## src/hdl/pdis_pkg.sv

```systemverilog
// Constants and register map of the PD port interrupt and live status group
//------------------------------------------------------------------------------
// Functional notes
// Overcurrent or heat event sets event bit 7
// Role search stop on attach sets bit 6
// Soft reset retries all failed sets bit 5
// Ordinary packet retries exhausted sets bit 4
// Hard reset sent successfully sets bit 3
// Transmitted packet acknowledged sets bit 2
// Incoming soft reset packet sets bit 1
// Incoming hard reset ordered set sets bit 0
// Event registers reset zero, clear on read
// Automatic acknowledge sent sets ack bit 0
// Live bit 7 shows bus power present
// Live bit 6: three CC edges, quiet clears
// Live bit 5 shows CC above reference
// Live bit 4 checksum good until next start
// Live bit 3 alerts on any full FIFO
// Live bit 2 shows attach wake when enabled
// Live bits 1:0 encode CC current level
// Level valid only when measuring and powered
// Software samples level with CC line quiet
// Live register read only, resets to zero
// Flags stay latched; set beats read clear
// Interrupt pin low while any flag set
//------------------------------------------------------------------------------
package pdis_pkg;

   //---------------------------------------------------------------------------
   // Register offsets and reset values
   //---------------------------------------------------------------------------
   localparam logic [7:0] ADDR_EVENT = 8'h3E; // pd_event_flags
   localparam logic [7:0] ADDR_ACK = 8'h3F; // ack_sent_flags
   localparam logic [7:0] ADDR_LIVE = 8'h40; // live_port_state
   localparam logic [7:0] RST_EVENT = 8'h00;
   localparam logic [7:0] RST_ACK = 8'h00;
   localparam logic [7:0] RST_LIVE = 8'h00;

   //---------------------------------------------------------------------------
   // Field positions
   //---------------------------------------------------------------------------
   localparam int EV_HEAT = 7; // fault_overcurrent_heat_irq
   localparam int EV_ROLE = 6; // role_search_finished_irq
   localparam int EV_SOFTFAIL = 5; // soft_reset_gave_up_irq
   localparam int EV_RESEND = 4; // resend_exhausted_irq
   localparam int EV_HARDOUT = 3; // hard_reset_out_irq
   localparam int EV_ACKED = 2; // packet_acked_irq
   localparam int EV_SOFTIN = 1; // soft_reset_in_irq
   localparam int EV_HARDIN = 0; // hard_reset_in_irq
   localparam int AK_SENT = 0; // auto_ack_sent_irq
   localparam int LV_POWER = 7; // bus_power_present
   localparam int LV_ACTIVE = 6; // CC line activity
   localparam int LV_COMP = 5; // comparator result
   localparam int LV_CRC = 4; // rx_checksum_good
   localparam int LV_ALERT = 3; // FIFO alert
   localparam int LV_WAKE = 2; // attach wake
   localparam int LV_LEVEL = 0; // cc_current_level, two bits
   localparam int PWR_MEASURE = 2; // measure block power bit

   //---------------------------------------------------------------------------
   // Timing
   //---------------------------------------------------------------------------
   localparam int CLK_PERIOD_NS = 40;
   localparam int ACT_QUIET_NS = 10000; // quiet time that ends activity
   localparam logic [15:0] ACT_QUIET_CYC = 16'(ACT_QUIET_NS / CLK_PERIOD_NS);
   localparam logic [1:0] ACT_MIN_EDGES = 2'h3; // edges before activity

   // Activity detector states, one-hot
   typedef enum logic [2:0] {
      ACT_IDLE = 3'b001,
      ACT_SEEN = 3'b010,
      ACT_BUSY = 3'b100
   } pdis_act_t;

endpackage : pdis_pkg

```

## src/hdl/pdis_sync.sv

```systemverilog
// Two-stage synchroniser for asynchronous level inputs
`timescale 1ns/1ns
module pdis_sync #(
   parameter int WIDTH = 1
) (
   input wire logic mclk_i,
   input wire logic resetn_i,
   input wire logic [WIDTH-1:0] async_i,
   output logic [WIDTH-1:0] sync_o
);

   //---------------------------------------------------------------------------
   // Synchroniser chain
   //---------------------------------------------------------------------------
   // First stage feeds only the second stage; nothing else may look at it
   logic [WIDTH-1:0] stage1_reg;

   // Both stages reset to zero so status reads zero out of reset
   always_ff @(posedge mclk_i or negedge resetn_i) begin
      if (!resetn_i) begin
         stage1_reg <= '0;
         sync_o <= '0;
      end else begin
         stage1_reg <= async_i;
         sync_o <= stage1_reg;
      end
   end

endmodule : pdis_sync

```

## src/hdl/pdis_top.sv

```systemverilog
// PD port event flags, acknowledge flags and live port state registers
`timescale 1ns/1ns
module pdis_top (
   // Clock and reset
   input wire logic mclk_i,
   input wire logic resetn_i,
   // Host register port
   input wire logic [7:0] reg_addr_i,
   input wire logic reg_rd_i,
   input wire logic reg_wr_i,
   input wire logic [7:0] reg_wdata_i,
   output logic [7:0] reg_rdata_o,
   output logic reg_rvalid_o,
   // Interrupt to host, active low
   output logic int_n_o,
   // Asynchronous analog levels
   input wire logic vconn1_overcurrent_event_i,
   input wire logic vconn2_overcurrent_event_i,
   input wire logic over_temp_i,
   input wire logic bus_power_present_i,
   input wire logic cc_line_i,
   input wire logic cc_above_ref_i,
   input wire logic wake_detect_i,
   input wire logic cc_over_200_i,
   input wire logic cc_over_660_i,
   input wire logic cc_over_1230_i,
   // Configuration from same-clock register logic
   input wire logic wake_enable_i,
   input wire logic [3:0] block_power_bits_i,
   input wire logic measure_first_cc_i,
   input wire logic measure_second_cc_i,
   // Single-cycle events from same-clock protocol logic
   input wire logic role_search_done_i,
   input wire logic soft_reset_gave_up_i,
   input wire logic resend_exhausted_i,
   input wire logic hard_reset_out_i,
   input wire logic packet_acked_i,
   input wire logic soft_reset_in_i,
   input wire logic hard_reset_in_i,
   input wire logic auto_ack_sent_i,
   // Receive checksum result from same-clock receiver
   input wire logic rx_sop_i,
   input wire logic rx_sop_enabled_i,
   input wire logic rx_crc_done_i,
   input wire logic rx_crc_ok_i,
   // FIFO levels from same-clock FIFO logic
   input wire logic tx_fifo_full_i,
   input wire logic rx_fifo_full_i
);
   import pdis_pkg::*;

   //---------------------------------------------------------------------------
   // Functions
   //---------------------------------------------------------------------------
   // Address match for a read strobe
   function automatic logic read_hit(input logic rd, input logic [7:0] addr,
                                     input logic [7:0] target);
      read_hit = rd && (addr == target);
   endfunction : read_hit

   // Thermometer code from the three CC comparators to a two-bit level
   function automatic logic [1:0] level_encode(input logic o200, input logic o660,
                                               input logic o1230);
      if (o1230) begin
         level_encode = 2'h3;
      end else if (o660) begin
         level_encode = 2'h2;
      end else if (o200) begin
         level_encode = 2'h1;
      end else begin
         level_encode = 2'h0;
      end
   endfunction : level_encode

   //---------------------------------------------------------------------------
   // Declarations
   //---------------------------------------------------------------------------
   logic [9:0] async_bus; // Raw analog levels gathered for syncing
   logic [9:0] sync_bus; // Same levels after two flops
   logic ocp1_s; // VCONN switch 1 over-current
   logic ocp2_s; // VCONN switch 2 over-current
   logic temp_s; // Over-temperature
   logic vbus_s; // Bus power above threshold
   logic cc_s; // Active CC line data
   logic comp_s; // CC above reference level
   logic wake_s; // Attach voltage seen
   logic l200_s; // CC above 200 mV
   logic l660_s; // CC above 660 mV
   logic l1230_s; // CC above 1.23 V
   logic heat_prev_reg; // Previous fault level for edge detect
   logic heat_rise; // Fault newly raised
   logic [7:0] event_reg; // pd_event_flags
   logic [7:0] event_next;
   logic [7:0] event_set; // Hardware set terms
   logic [7:0] ack_reg; // ack_sent_flags
   logic [7:0] ack_next;
   logic [7:0] live_reg; // live_port_state
   logic [7:0] live_next;
   logic rd_event; // Read of event flags
   logic rd_ack; // Read of acknowledge flags
   logic rd_live; // Read of live state
   logic crc_good_reg; // Checksum result of last packet
   logic crc_good_next;
   logic meas_valid; // Level measurement meaningful
   logic cc_prev_reg; // Previous CC data for edges
   logic cc_edge; // CC transition seen
   pdis_act_t act_state_reg; // Activity detector state
   logic [1:0] edge_cnt_reg; // Edges seen since idle
   logic [15:0] quiet_cnt_reg; // Cycles since the last edge
   logic [7:0] rdata_reg; // Read data holding flop
   logic rvalid_reg; // Read answer strobe
   logic int_n_reg; // Interrupt pin flop

   //---------------------------------------------------------------------------
   // Input synchronisation
   //---------------------------------------------------------------------------
   // Analog comparators are not clocked, so every level passes two flops
   assign async_bus = {vconn1_overcurrent_event_i, vconn2_overcurrent_event_i,
                       over_temp_i, bus_power_present_i, cc_line_i,
                       cc_above_ref_i, wake_detect_i, cc_over_200_i,
                       cc_over_660_i, cc_over_1230_i};

   pdis_sync #(
      .WIDTH(10)
   ) u_sync (
      .mclk_i(mclk_i),
      .resetn_i(resetn_i),
      .async_i(async_bus),
      .sync_o(sync_bus)
   );

   assign {ocp1_s, ocp2_s, temp_s, vbus_s, cc_s, comp_s, wake_s, l200_s,
           l660_s, l1230_s} = sync_bus;

   //---------------------------------------------------------------------------
   // Fault edge detection
   //---------------------------------------------------------------------------
   // A fault that stays up would otherwise reset the flag after every read
   always_ff @(posedge mclk_i or negedge resetn_i) begin
      if (!resetn_i) begin
         heat_prev_reg <= 1'b0;
      end else begin
         heat_prev_reg <= ocp1_s | ocp2_s | temp_s;
      end
   end

   assign heat_rise = (ocp1_s | ocp2_s | temp_s) & ~heat_prev_reg;

   //---------------------------------------------------------------------------
   // Register port decode
   //---------------------------------------------------------------------------
   // Writes are accepted and dropped: all three registers are RC or RO
   assign rd_event = read_hit(reg_rd_i, reg_addr_i, ADDR_EVENT);
   assign rd_ack = read_hit(reg_rd_i, reg_addr_i, ADDR_ACK);
   assign rd_live = read_hit(reg_rd_i, reg_addr_i, ADDR_LIVE);

   //---------------------------------------------------------------------------
   // Event flags
   //---------------------------------------------------------------------------
   // Set terms, one per bit position
   always_comb begin
      event_set = 8'h00;
      event_set[EV_HEAT] = heat_rise;
      event_set[EV_ROLE] = role_search_done_i;
      event_set[EV_SOFTFAIL] = soft_reset_gave_up_i;
      event_set[EV_RESEND] = resend_exhausted_i;
      event_set[EV_HARDOUT] = hard_reset_out_i;
      event_set[EV_ACKED] = packet_acked_i;
      event_set[EV_SOFTIN] = soft_reset_in_i;
      event_set[EV_HARDIN] = hard_reset_in_i;
   end

   // Read clears, but an event in the read cycle survives for the next read
   assign event_next = (event_reg & ~{8{rd_event}}) | event_set;

   // Only bit 0 of the acknowledge register exists; the rest read zero
   always_comb begin
      ack_next = ack_reg & ~{8{rd_ack}};
      ack_next[AK_SENT] = ack_next[AK_SENT] | auto_ack_sent_i;
   end

   // Flag storage
   always_ff @(posedge mclk_i or negedge resetn_i) begin
      if (!resetn_i) begin
         event_reg <= RST_EVENT;
         ack_reg <= RST_ACK;
      end else begin
         event_reg <= event_next;
         ack_reg <= ack_next;
      end
   end

   //---------------------------------------------------------------------------
   // Checksum status
   //---------------------------------------------------------------------------
   // Cleared at each packet start, then loaded when the check completes
   always_comb begin
      crc_good_next = crc_good_reg;
      if (rx_crc_done_i && rx_sop_enabled_i) begin
         crc_good_next = rx_crc_ok_i;
      end else if (rx_sop_i) begin
         crc_good_next = 1'b0;
      end
   end

   always_ff @(posedge mclk_i or negedge resetn_i) begin
      if (!resetn_i) begin
         crc_good_reg <= 1'b0;
      end else begin
         crc_good_reg <= crc_good_next;
      end
   end

   //---------------------------------------------------------------------------
   // CC activity detector
   //---------------------------------------------------------------------------
   // Edge seen on the synchronised CC data
   always_ff @(posedge mclk_i or negedge resetn_i) begin
      if (!resetn_i) begin
         cc_prev_reg <= 1'b0;
      end else begin
         cc_prev_reg <= cc_s;
      end
   end

   assign cc_edge = cc_s ^ cc_prev_reg;

   // Needs several edges so a single glitch does not look like signalling
   always_ff @(posedge mclk_i or negedge resetn_i) begin
      if (!resetn_i) begin
         act_state_reg <= ACT_IDLE;
         edge_cnt_reg <= 2'h0;
         quiet_cnt_reg <= 16'h0000;
      end else if (cc_edge) begin
         quiet_cnt_reg <= 16'h0000;
         case (act_state_reg)
            ACT_IDLE: begin
               edge_cnt_reg <= 2'h1;
               act_state_reg <= ACT_SEEN;
            end
            ACT_SEEN: begin
               edge_cnt_reg <= edge_cnt_reg + 2'h1;
               if (edge_cnt_reg == ACT_MIN_EDGES - 2'h1) begin
                  act_state_reg <= ACT_BUSY;
               end
            end
            ACT_BUSY: begin
               edge_cnt_reg <= edge_cnt_reg;
            end
            default: begin
               act_state_reg <= ACT_IDLE;
               edge_cnt_reg <= 2'h0;
            end
         endcase
      end else if (quiet_cnt_reg >= ACT_QUIET_CYC - 16'h0001) begin
         // Quiet too long: activity over, start counting afresh
         act_state_reg <= ACT_IDLE;
         edge_cnt_reg <= 2'h0;
      end else begin
         quiet_cnt_reg <= quiet_cnt_reg + 16'h0001;
      end
   end

   //---------------------------------------------------------------------------
   // Live port state
   //---------------------------------------------------------------------------
   // Level only means something while the measure block runs on a CC pin
   assign meas_valid = block_power_bits_i[PWR_MEASURE] &
                       (measure_first_cc_i | measure_second_cc_i);

   // Snapshot of live levels; software should read level while CC is quiet
   always_comb begin
      live_next = 8'h00;
      live_next[LV_POWER] = vbus_s;
      live_next[LV_ACTIVE] = (act_state_reg == ACT_BUSY);
      live_next[LV_COMP] = comp_s;
      live_next[LV_CRC] = crc_good_next;
      live_next[LV_ALERT] = tx_fifo_full_i | rx_fifo_full_i;
      live_next[LV_WAKE] = wake_enable_i & wake_s;
      if (meas_valid) begin
         live_next[LV_LEVEL +: 2] = level_encode(l200_s, l660_s, l1230_s);
      end
   end

   // Read-only: nothing on the register port reaches this flop
   always_ff @(posedge mclk_i or negedge resetn_i) begin
      if (!resetn_i) begin
         live_reg <= RST_LIVE;
      end else begin
         live_reg <= live_next;
      end
   end

   //---------------------------------------------------------------------------
   // Read data path
   //---------------------------------------------------------------------------
   // Answer one cycle after the strobe; unmapped addresses read zero
   always_ff @(posedge mclk_i or negedge resetn_i) begin
      if (!resetn_i) begin
         rdata_reg <= 8'h00;
         rvalid_reg <= 1'b0;
      end else begin
         rvalid_reg <= reg_rd_i;
         if (rd_event) begin
            rdata_reg <= event_reg;
         end else if (rd_ack) begin
            rdata_reg <= ack_reg;
         end else if (rd_live) begin
            rdata_reg <= live_reg;
         end else begin
            rdata_reg <= 8'h00;
         end
      end
   end

   assign reg_rdata_o = rdata_reg;
   assign reg_rvalid_o = rvalid_reg;

   //---------------------------------------------------------------------------
   // Interrupt output
   //---------------------------------------------------------------------------
   // Built from next values so the pin tracks the flags with no extra lag
   always_ff @(posedge mclk_i or negedge resetn_i) begin
      if (!resetn_i) begin
         int_n_reg <= 1'b1;
      end else begin
         int_n_reg <= ~(|event_next | |ack_next);
      end
   end

   assign int_n_o = int_n_reg;

   //---------------------------------------------------------------------------
   // Assertions
   //---------------------------------------------------------------------------
   AST_HARD_IN_SETS: assert property (@(posedge mclk_i) disable iff (!resetn_i)
      hard_reset_in_i |=> event_reg[EV_HARDIN])
      else $error("hard reset in did not set its flag");

   AST_ACKED_SETS: assert property (@(posedge mclk_i) disable iff (!resetn_i)
      packet_acked_i |=> event_reg[EV_ACKED] && !int_n_o)
      else $error("acknowledged packet did not raise flag and pin");

   AST_HEAT_SETS: assert property (@(posedge mclk_i) disable iff (!resetn_i)
      $rose(ocp1_s | ocp2_s | temp_s) |=> event_reg[EV_HEAT])
      else $error("overcurrent did not set fault flag");

   AST_READ_RETURNS: assert property (@(posedge mclk_i) disable iff (!resetn_i)
      rd_event |=> reg_rvalid_o && reg_rdata_o == $past(event_reg))
      else $error("event read returned wrong data");

   AST_READ_CLEARS: assert property (@(posedge mclk_i) disable iff (!resetn_i)
      rd_event && event_set == 8'h00 |=> event_reg == 8'h00)
      else $error("event read did not clear flags");

   AST_SET_WINS: assert property (@(posedge mclk_i) disable iff (!resetn_i)
      rd_event && resend_exhausted_i |=> event_reg[EV_RESEND] ##1 event_reg[EV_RESEND] || $past(rd_event))
      else $error("event during read was lost");

   AST_FLAG_HOLDS: assert property (@(posedge mclk_i) disable iff (!resetn_i)
      event_reg[EV_ROLE] && !rd_event |=> event_reg[EV_ROLE])
      else $error("flag dropped without a read");

   AST_AUTO_ACK: assert property (@(posedge mclk_i) disable iff (!resetn_i)
      auto_ack_sent_i |=> ack_reg == 8'h01)
      else $error("auto acknowledge flag wrong");

   AST_PIN_FOLLOWS: assert property (@(posedge mclk_i) disable iff (!resetn_i)
      int_n_o == ((event_reg == 8'h00) && (ack_reg == 8'h00)))
      else $error("interrupt pin disagrees with flags");

   AST_ALERT: assert property (@(posedge mclk_i) disable iff (!resetn_i)
      (tx_fifo_full_i || rx_fifo_full_i) |=> live_reg[LV_ALERT])
      else $error("full FIFO did not raise alert");

   AST_CRC_CLEAR: assert property (@(posedge mclk_i) disable iff (!resetn_i)
      rx_sop_i && !rx_crc_done_i |=> !live_reg[LV_CRC])
      else $error("checksum status not cleared at packet start");

   AST_LEVEL_IDLE: assert property (@(posedge mclk_i) disable iff (!resetn_i)
      !meas_valid |=> live_reg[1:0] == 2'h0)
      else $error("level shown while measurement is off");

   AST_WAKE_OFF: assert property (@(posedge mclk_i) disable iff (!resetn_i)
      !wake_enable_i |=> !live_reg[LV_WAKE])
      else $error("wake shown while disabled");

endmodule : pdis_top

```

## config.mk

```make
export PLATFORM = sky130hd
export DESIGN_NAME = pdis_top
export DESIGN_NICKNAME = d
export VERILOG_FILES = /design/src/hdl/pdis_pkg.sv /design/src/hdl/pdis_sync.sv /design/src/hdl/pdis_top.sv
export SDC_FILE = /design/constraint.sdc
export NUM_CORES = 1
export LEC_CHECK = 0
export BUFFER_PORTS_ARGS = -buffer_cell sky130_fd_sc_hd__buf_2
export CAP_MARGIN = 20
export CORE_MARGIN = 8
export CORE_UTILIZATION = 48
export CTS_BUF_LIST = sky130_fd_sc_hd__clkbuf_4 sky130_fd_sc_hd__clkbuf_8 sky130_fd_sc_hd__clkbuf_16
export DETAILED_ROUTE_END_ITERATION = 10
export GPL_ROUTABILITY_DRIVEN = 0
export PLACE_DENSITY = 0.74
export SLEW_MARGIN = 30
export SYNTH_ARGS = -nofsm -noshare
export SYNTH_HDL_FRONTEND = slang
export SYNTH_SLANG_ARGS = --single-unit
```

## constraint.sdc

```tcl
create_clock -name mclk_i -period 1.9 [get_ports mclk_i]
set_input_delay 0.285 -clock mclk_i [delete_from_list [all_inputs] [get_ports mclk_i]]
set_output_delay 0.285 -clock mclk_i [all_outputs]
set_load 0.02 [all_outputs]
```

## Yosys cells after proc, flatten, opt, wreduce, memory -nomap -nowiden

Index checks and enable logic that the tools add are counted.
W data, S select, Z words.

| word-level totals | value |
|---|---|
| register bits | 78 |
| bits of input ports | 51 |
| output and inout port bits | 10 |
| word-level logic and storage cells | 71 |

| operators by class | value |
|---|---|
| add/sub/neg operators | 2 |
| magnitude comparators | 1 |
| eq/ne operators | 10 |
| multiplexer cells | 18 |
| bitwise logic cells | 17 |
| reductions and logical operators | 9 |

Operators by type and width:

| cell | number |
|---|---|
| $mux W16 | 2 |
| $mux W8 | 3 |
| $add A16 B1 Y16 const B | 1 |
| $and A8 B8 Y8 | 2 |
| $eq A8 B6 Y1 const B | 2 |
| $ge A16 B8 Y1 const B | 1 |
| $not A8 Y8 | 2 |
| $reduce_or A8 Y1 | 2 |
| $mux W2 | 5 |
| $mux W3 | 3 |
| $pmux W3 S3 | 1 |
| $eq A8 B7 Y1 const B | 1 |
| $or A8 B8 Y8 | 1 |
| $or A1 B1 Y1 | 6 |
| $pmux W2 S3 | 1 |
| $logic_and A1 B1 Y1 | 4 |
| $ne A2 B2 Y1 const B | 2 |
| $and A1 B1 Y1 | 3 |
| $eq A3 B1 Y1 const B | 1 |
| $eq A3 B2 Y1 const B | 1 |
| $eq A3 B3 Y1 const B | 1 |
| $mux W1 | 3 |
| $ne A3 B3 Y1 const B | 1 |
| $reduce_and A3 Y1 | 1 |
| 6 further kinds | 7 |

## Longest topological paths before layout

| logic depth | value |
|---|---|
| word-level depth | 8 |
| gate-level depth with buffers | 7 |
| mapped depth without buffers | 6 |

## Hierarchy

From an unflattened synthesis, not the netlist that was laid out.

| second synthesis, totals | value |
|---|---|
| cells, all modules | 239 |
| area, all modules | 2924.1 sq um |

By module, submodules not included:

| module | times used | cells each | area each (sq um) | sequential area each (sq um) |
|---|---|---|---|---|
| pdis_top | 1 | 219 | 2423.6 | 1428.9 |
| pdis_sync | 1 | 20 | 500.5 | 500.5 |

## Worst setup path before layout

Ideal clock, no wire load.

| timing | value |
|---|---|
| kind | register to register |
| start | register quiet_cnt_reg[0] |
| end | register quiet_cnt_reg[4] |
| library setup time | 0.079 ns |
| data arrival time | 1.921 ns |
| data required time | 1.821 ns |
| path slack | -0.099 ns |
| stages on the path, launching flop included | 8 |
| buffers on the path | 1 |
| period minus slack after synthesis | 1.999 ns |
| cell sequence | dfrtp_1 > inv_1 > ha_1 > or3b_1 > and3_1 > clkbuf_1 > or4_1 > a21oi_1 |

| between the ends | value |
|---|---|
| longest elaborated chain between the ends | 3 |
| elaborated cells on any way between the ends | 5 |
| classes of those cells | add/sub: 1; order compare: 1; eq/ne: 1; mux: 2 |

RTL lines:

| element | RTL line | RTL |
|---|---|---|
| start, declared | pdis_top.sv:109 | `logic [15:0] quiet_cnt_reg;` |
| start signal, assigned | pdis_top.sv:260 | `quiet_cnt_reg <= quiet_cnt_reg + 16'h0001;` |
| $add A16 B1 Y16 | pdis_top.sv:260 |  |
| $mux W16 | pdis_top.sv:255 | `end else if (quiet_cnt_reg >= ACT_QUIET_CYC - 16'h0001) begin` |
| $mux W16 | pdis_top.sv:234 | `end else if (cc_edge) begin` |

Several ways; a longest one is shown, not always the timed one. The select of a mux whose other input is x is not followed.
A chain may end at the register's enable or synchronous reset.

## Worst setup path in the final report

| timing | value |
|---|---|
| start | register quiet_cnt_reg[13] |
| end | register quiet_cnt_reg[6] |

| between the ends | value |
|---|---|
| longest elaborated chain between the ends | 2 |

RTL lines:

| element | RTL line |
|---|---|
| $ge A16 B8 Y1 | pdis_top.sv:255 |
| $ne A2 B2 Y1 (no line) | -- |

Every way passes these cells.

==> impl_metrics.json <==
{
  "status": "finished, final reports clean",
  "cts-root-buf": "clkbuf_8",
  "clock_latency_ns": 0.35,
  "min_period_ns": 1.84,
  "required_ns": 2.16,
  "rsz0062_at_grt": "yes",
  "worstHoldEndpoint": "u_sync.stage1_reg[2]$_DFF_PN0_",
  "cts-buffers-inserted": 9,
  "critPathMaxFanout": 6,
  "dpl_cell_area_mm2": 0.00333,
  "post-route-util_pct": 60.6,
  "min_path_type": "in2reg",
  "worst_pin_slew_ns": 0.488,
  "drv_slew": 0,
  "fmax_mhz": 543,
  "drc": 0,
  "slew_headroom_pct": 67.5,
  "grt_antenna_before_repair": 0,
  "cts.sinks": 77,
  "wl_met1_mm": 2.56,
  "synth_flop_cell": "dfrtp_1",
  "die_w_um": 94.4,
  "syn_to_final_growth_pct": 21.7,
  "cp.arrival_ns": 2.11,
  "core-area_mm2": 0.00592,
  "num_rows": 28,
  "largest_reg_flops": 16,
  "path_clk_slew_ns": 0.09,
  "ys_ff_latch": 77,
  "seq_power_share_pct": 54.8,
  "place_inst": 369,
  "synth_cell_types": 43,
  "setup_violations": 0,
  "r2r_cells": 4,
  "htree_num_levels": 3,
  "first_global_vias": 2105,
  "grt.total_usage_pct": 13.7,
  "avgSynthCellArea_um2": 12.0,
  "antenna_left": 0,
  "n_fill_cell": 473,
  "routedWlPerCell_um": 14.1,
  "clock_power_share_pct": 34.8,
  "met2WireLength_mm": 2.52,
  "rr_endpoint": "quiet_cnt_reg[6]$_DFFE_PN0P_",
  "firstDrtPassIters": 4,
  "routed.top_layer": "met4",
  "hpwl_mm": 3.97,
  "p_leak_nw": 1.72,
  "drive_above_1_share_pct": 30.6,
  "dr.first_iter.drc_count": 130,
  "maxCapViolCount": 0,
  "diodes": 0,
  "powerDensity_mw_per_mm2": 917,
  "power.switching_w": 0.000889,
  "ioPinCount": 61,
  "worstHoldPathCells": 1,
  "drt-vias-per-instance": 5.39,
  "comb_power_share_pct": 10.4,
  "p_int_w": 0.00240,
  "async_reset_ff_share_pct": 100,
  "syn_nets": 300,
  "yosys_warnings": 0,
  "die_h_um": 94.4,
  "cts_tree": "done",
  "rrSetupSlack_ns": 0.06,
  "ir_drop_mv": 0.747,
  "skew_ns": 0.0155,
  "cp-start-kind": "flip-flop",
  "final_nets": 364,
  "instances_no_fill": 389,
  "drt-total-wl_mm": 5.49,
  "io_buffers": 48,
  "min_period_over_period_pct": 97.0,
  "grt_pass1_wl_mm": 9.71,
  "die_area_mm2": 0.00890,
  "hp-start": "cc_over_200_i",
  "fin_area_mm2": 0.00359,
  "cts_buffer_depth": 2,
  "critPathKind": "reg2reg",
  "initial_core_util_pct": 49.8,
  "hold_violations": 0,
  "vias": 2098,
  "synthCells": 245,
  "synth-edff-count": 0,
  "yosysSeqAreaShare_pct": 65.4,
  "met3_length_um": 330,
  "r2r_start": "quiet_cnt_reg[13]$_DFFE_PN0P_",
  "netSwitchingFraction_pct": 27.0,
  "mappedNetlistArea_mm2": 0.00295,
  "gr-total-overflow": 0,
  "grt_max_degree": 40,
  "crit_path_end_kind": "flip-flop"
}
## how the worst max path moves through the flow
| stage | start | to | slack [ns] |
|---|---|---|---|
| final | quiet_cnt_reg[13]$_DFFE_PN0P_ | quiet_cnt_reg[6]$_DFFE_PN0P_ | 0.06 |
| after global routing | quiet_cnt_reg[0]$_DFFE_PN0P_ | quiet_cnt_reg[4]$_DFFE_PN0P_ | -0.006 |
| after CTS | quiet_cnt_reg[0]$_DFFE_PN0P_ | quiet_cnt_reg[4]$_DFFE_PN0P_ | 0.009 |
| after detailed placement | quiet_cnt_reg[13]$_DFFE_PN0P_ | quiet_cnt_reg[4]$_DFFE_PN0P_ | -0.04 |
| after global placement | quiet_cnt_reg[13]$_DFFE_PN0P_ | quiet_cnt_reg[4]$_DFFE_PN0P_ | 0.005 |
| after floorplan | quiet_cnt_reg[13]$_DFFE_PN0P_ | quiet_cnt_reg[4]$_DFFE_PN0P_ | -0.02 |
## cell families after synthesis
kind of cell | share of synthesized area (%)
adder cells (fa/ha/maj) | 1.70
flip-flops | 65.4
AND/OR/NAND/NOR | 18.9
AO/OA/AOI/OAI | 11.0
XOR/XNOR | 0.892
buffers and inverters | 2.04
## synth_stat cells, types with 2 or more instances
library cell   n  area share (%)
a31o_2         2            0.59
dfrtp_1       75              64
o21ai_0        6             1.0
nand2_1       27             3.4
dfstp_2        2             1.8
nor2_1        13             1.7
ha_1           4             1.7
and2_1        15             3.2
o41ai_1        2            0.59
and4b_1        2            0.68
clkbuf_1       8             1.0
nor3_1         4            0.68
a22oi_1        8             2.0
a21oi_1        7             1.2
and4_1         3            0.89
o31ai_1        3            0.76
a31oi_1        3            0.64
nor4_1         4            0.85
nand3b_1       3            0.76
a32o_1         2            0.68
nand3_1        9             1.5
or4_1          5             1.3
nand4_1        2            0.42
nor2b_1        2            0.42
and3_1         3            0.64
a21o_1         9             2.3
inv_1          5            0.64
xor2_1         2            0.59
## routing by layer
metal  track usage, %  vias to the layer above
li1                 -                      999
met1             18.5                     1043
met2             20.2                       47
met3             4.44                        9
met4             4.36                        0
met5                0                        -
## critical path, stage by stage, from the launching register on
cell	delay, ns
dfrtp_1	0.38
or4_4	0.53
or2_4	0.30
or4_1	0.41
a21oi_1	0.14
## final cells by class
cell class	count	area [um2]	area share, %
clock buffer	9	124	3.45
inverter	5	18.8	0.523
clock inverter	7	62.6	1.74
sequential	77	1930	53.8
tap	75	93.8	2.62
timing repair buffer	62	363	10.1
multi-input combinational	154	996	27.8
## per-stage QoR
| stage | power (W) | hold WS, ns | worst slack, ns | setup TNS, ns |
|---|---|---|---|---|
| final | 0.00329 | 0.0385 | 0.0574 | 0 |
| after global routing | 0.00347 | 0.0175 | -0.00563 | -0.00563 |
| after CTS | 0.00332 | 0.0235 | 0.00875 | 0 |
| after detailed placement | 0.00217 | 0.282 | -0.0401 | -0.0900 |
| after global placement | 0.00215 | 0.278 | 0.00533 | 0 |
| after floorplan | 0.00201 | -0.0106 | -0.0177 | -0.0177 |
## power groups by stage
stage / logic [W] / registers (W) / clock network [W]
after global placement: 0.000322 / 0.00183 / 0
after floorplan: 0.000212 / 0.00180 / 0
after CTS: 0.000337 / 0.00180 / 0.00118
final: 0.000344 / 0.00180 / 0.00114
after detailed placement: 0.000334 / 0.00183 / 0
after global routing: 0.000399 / 0.00182 / 0.00126
## placed cells by master (no fill, tap or decap), types with 4 or more instances in the layout
cell type and n:
a21o_1 9, a21oi_1 5, a22oi_1 8, and2_1 15
buf_2 47, buf_4 13, clkbuf_8 9, dfrtp_1 75
inv_1 4, nand2_1 27, nand3_1 9, nor2_1 12
nor3_1 4, nor4_1 4, o21ai_0 6, or4_4 4
## what timing repair did
action	CTS	global route
setup buffers	1	2
pin swaps	6	4
hold endpoints to repair	37	0
gates resized for setup	2	11
endpoints found under the setup margin	5	8
hold buffers	1	0
Note: power is estimated with default switching activity, not from simulation.
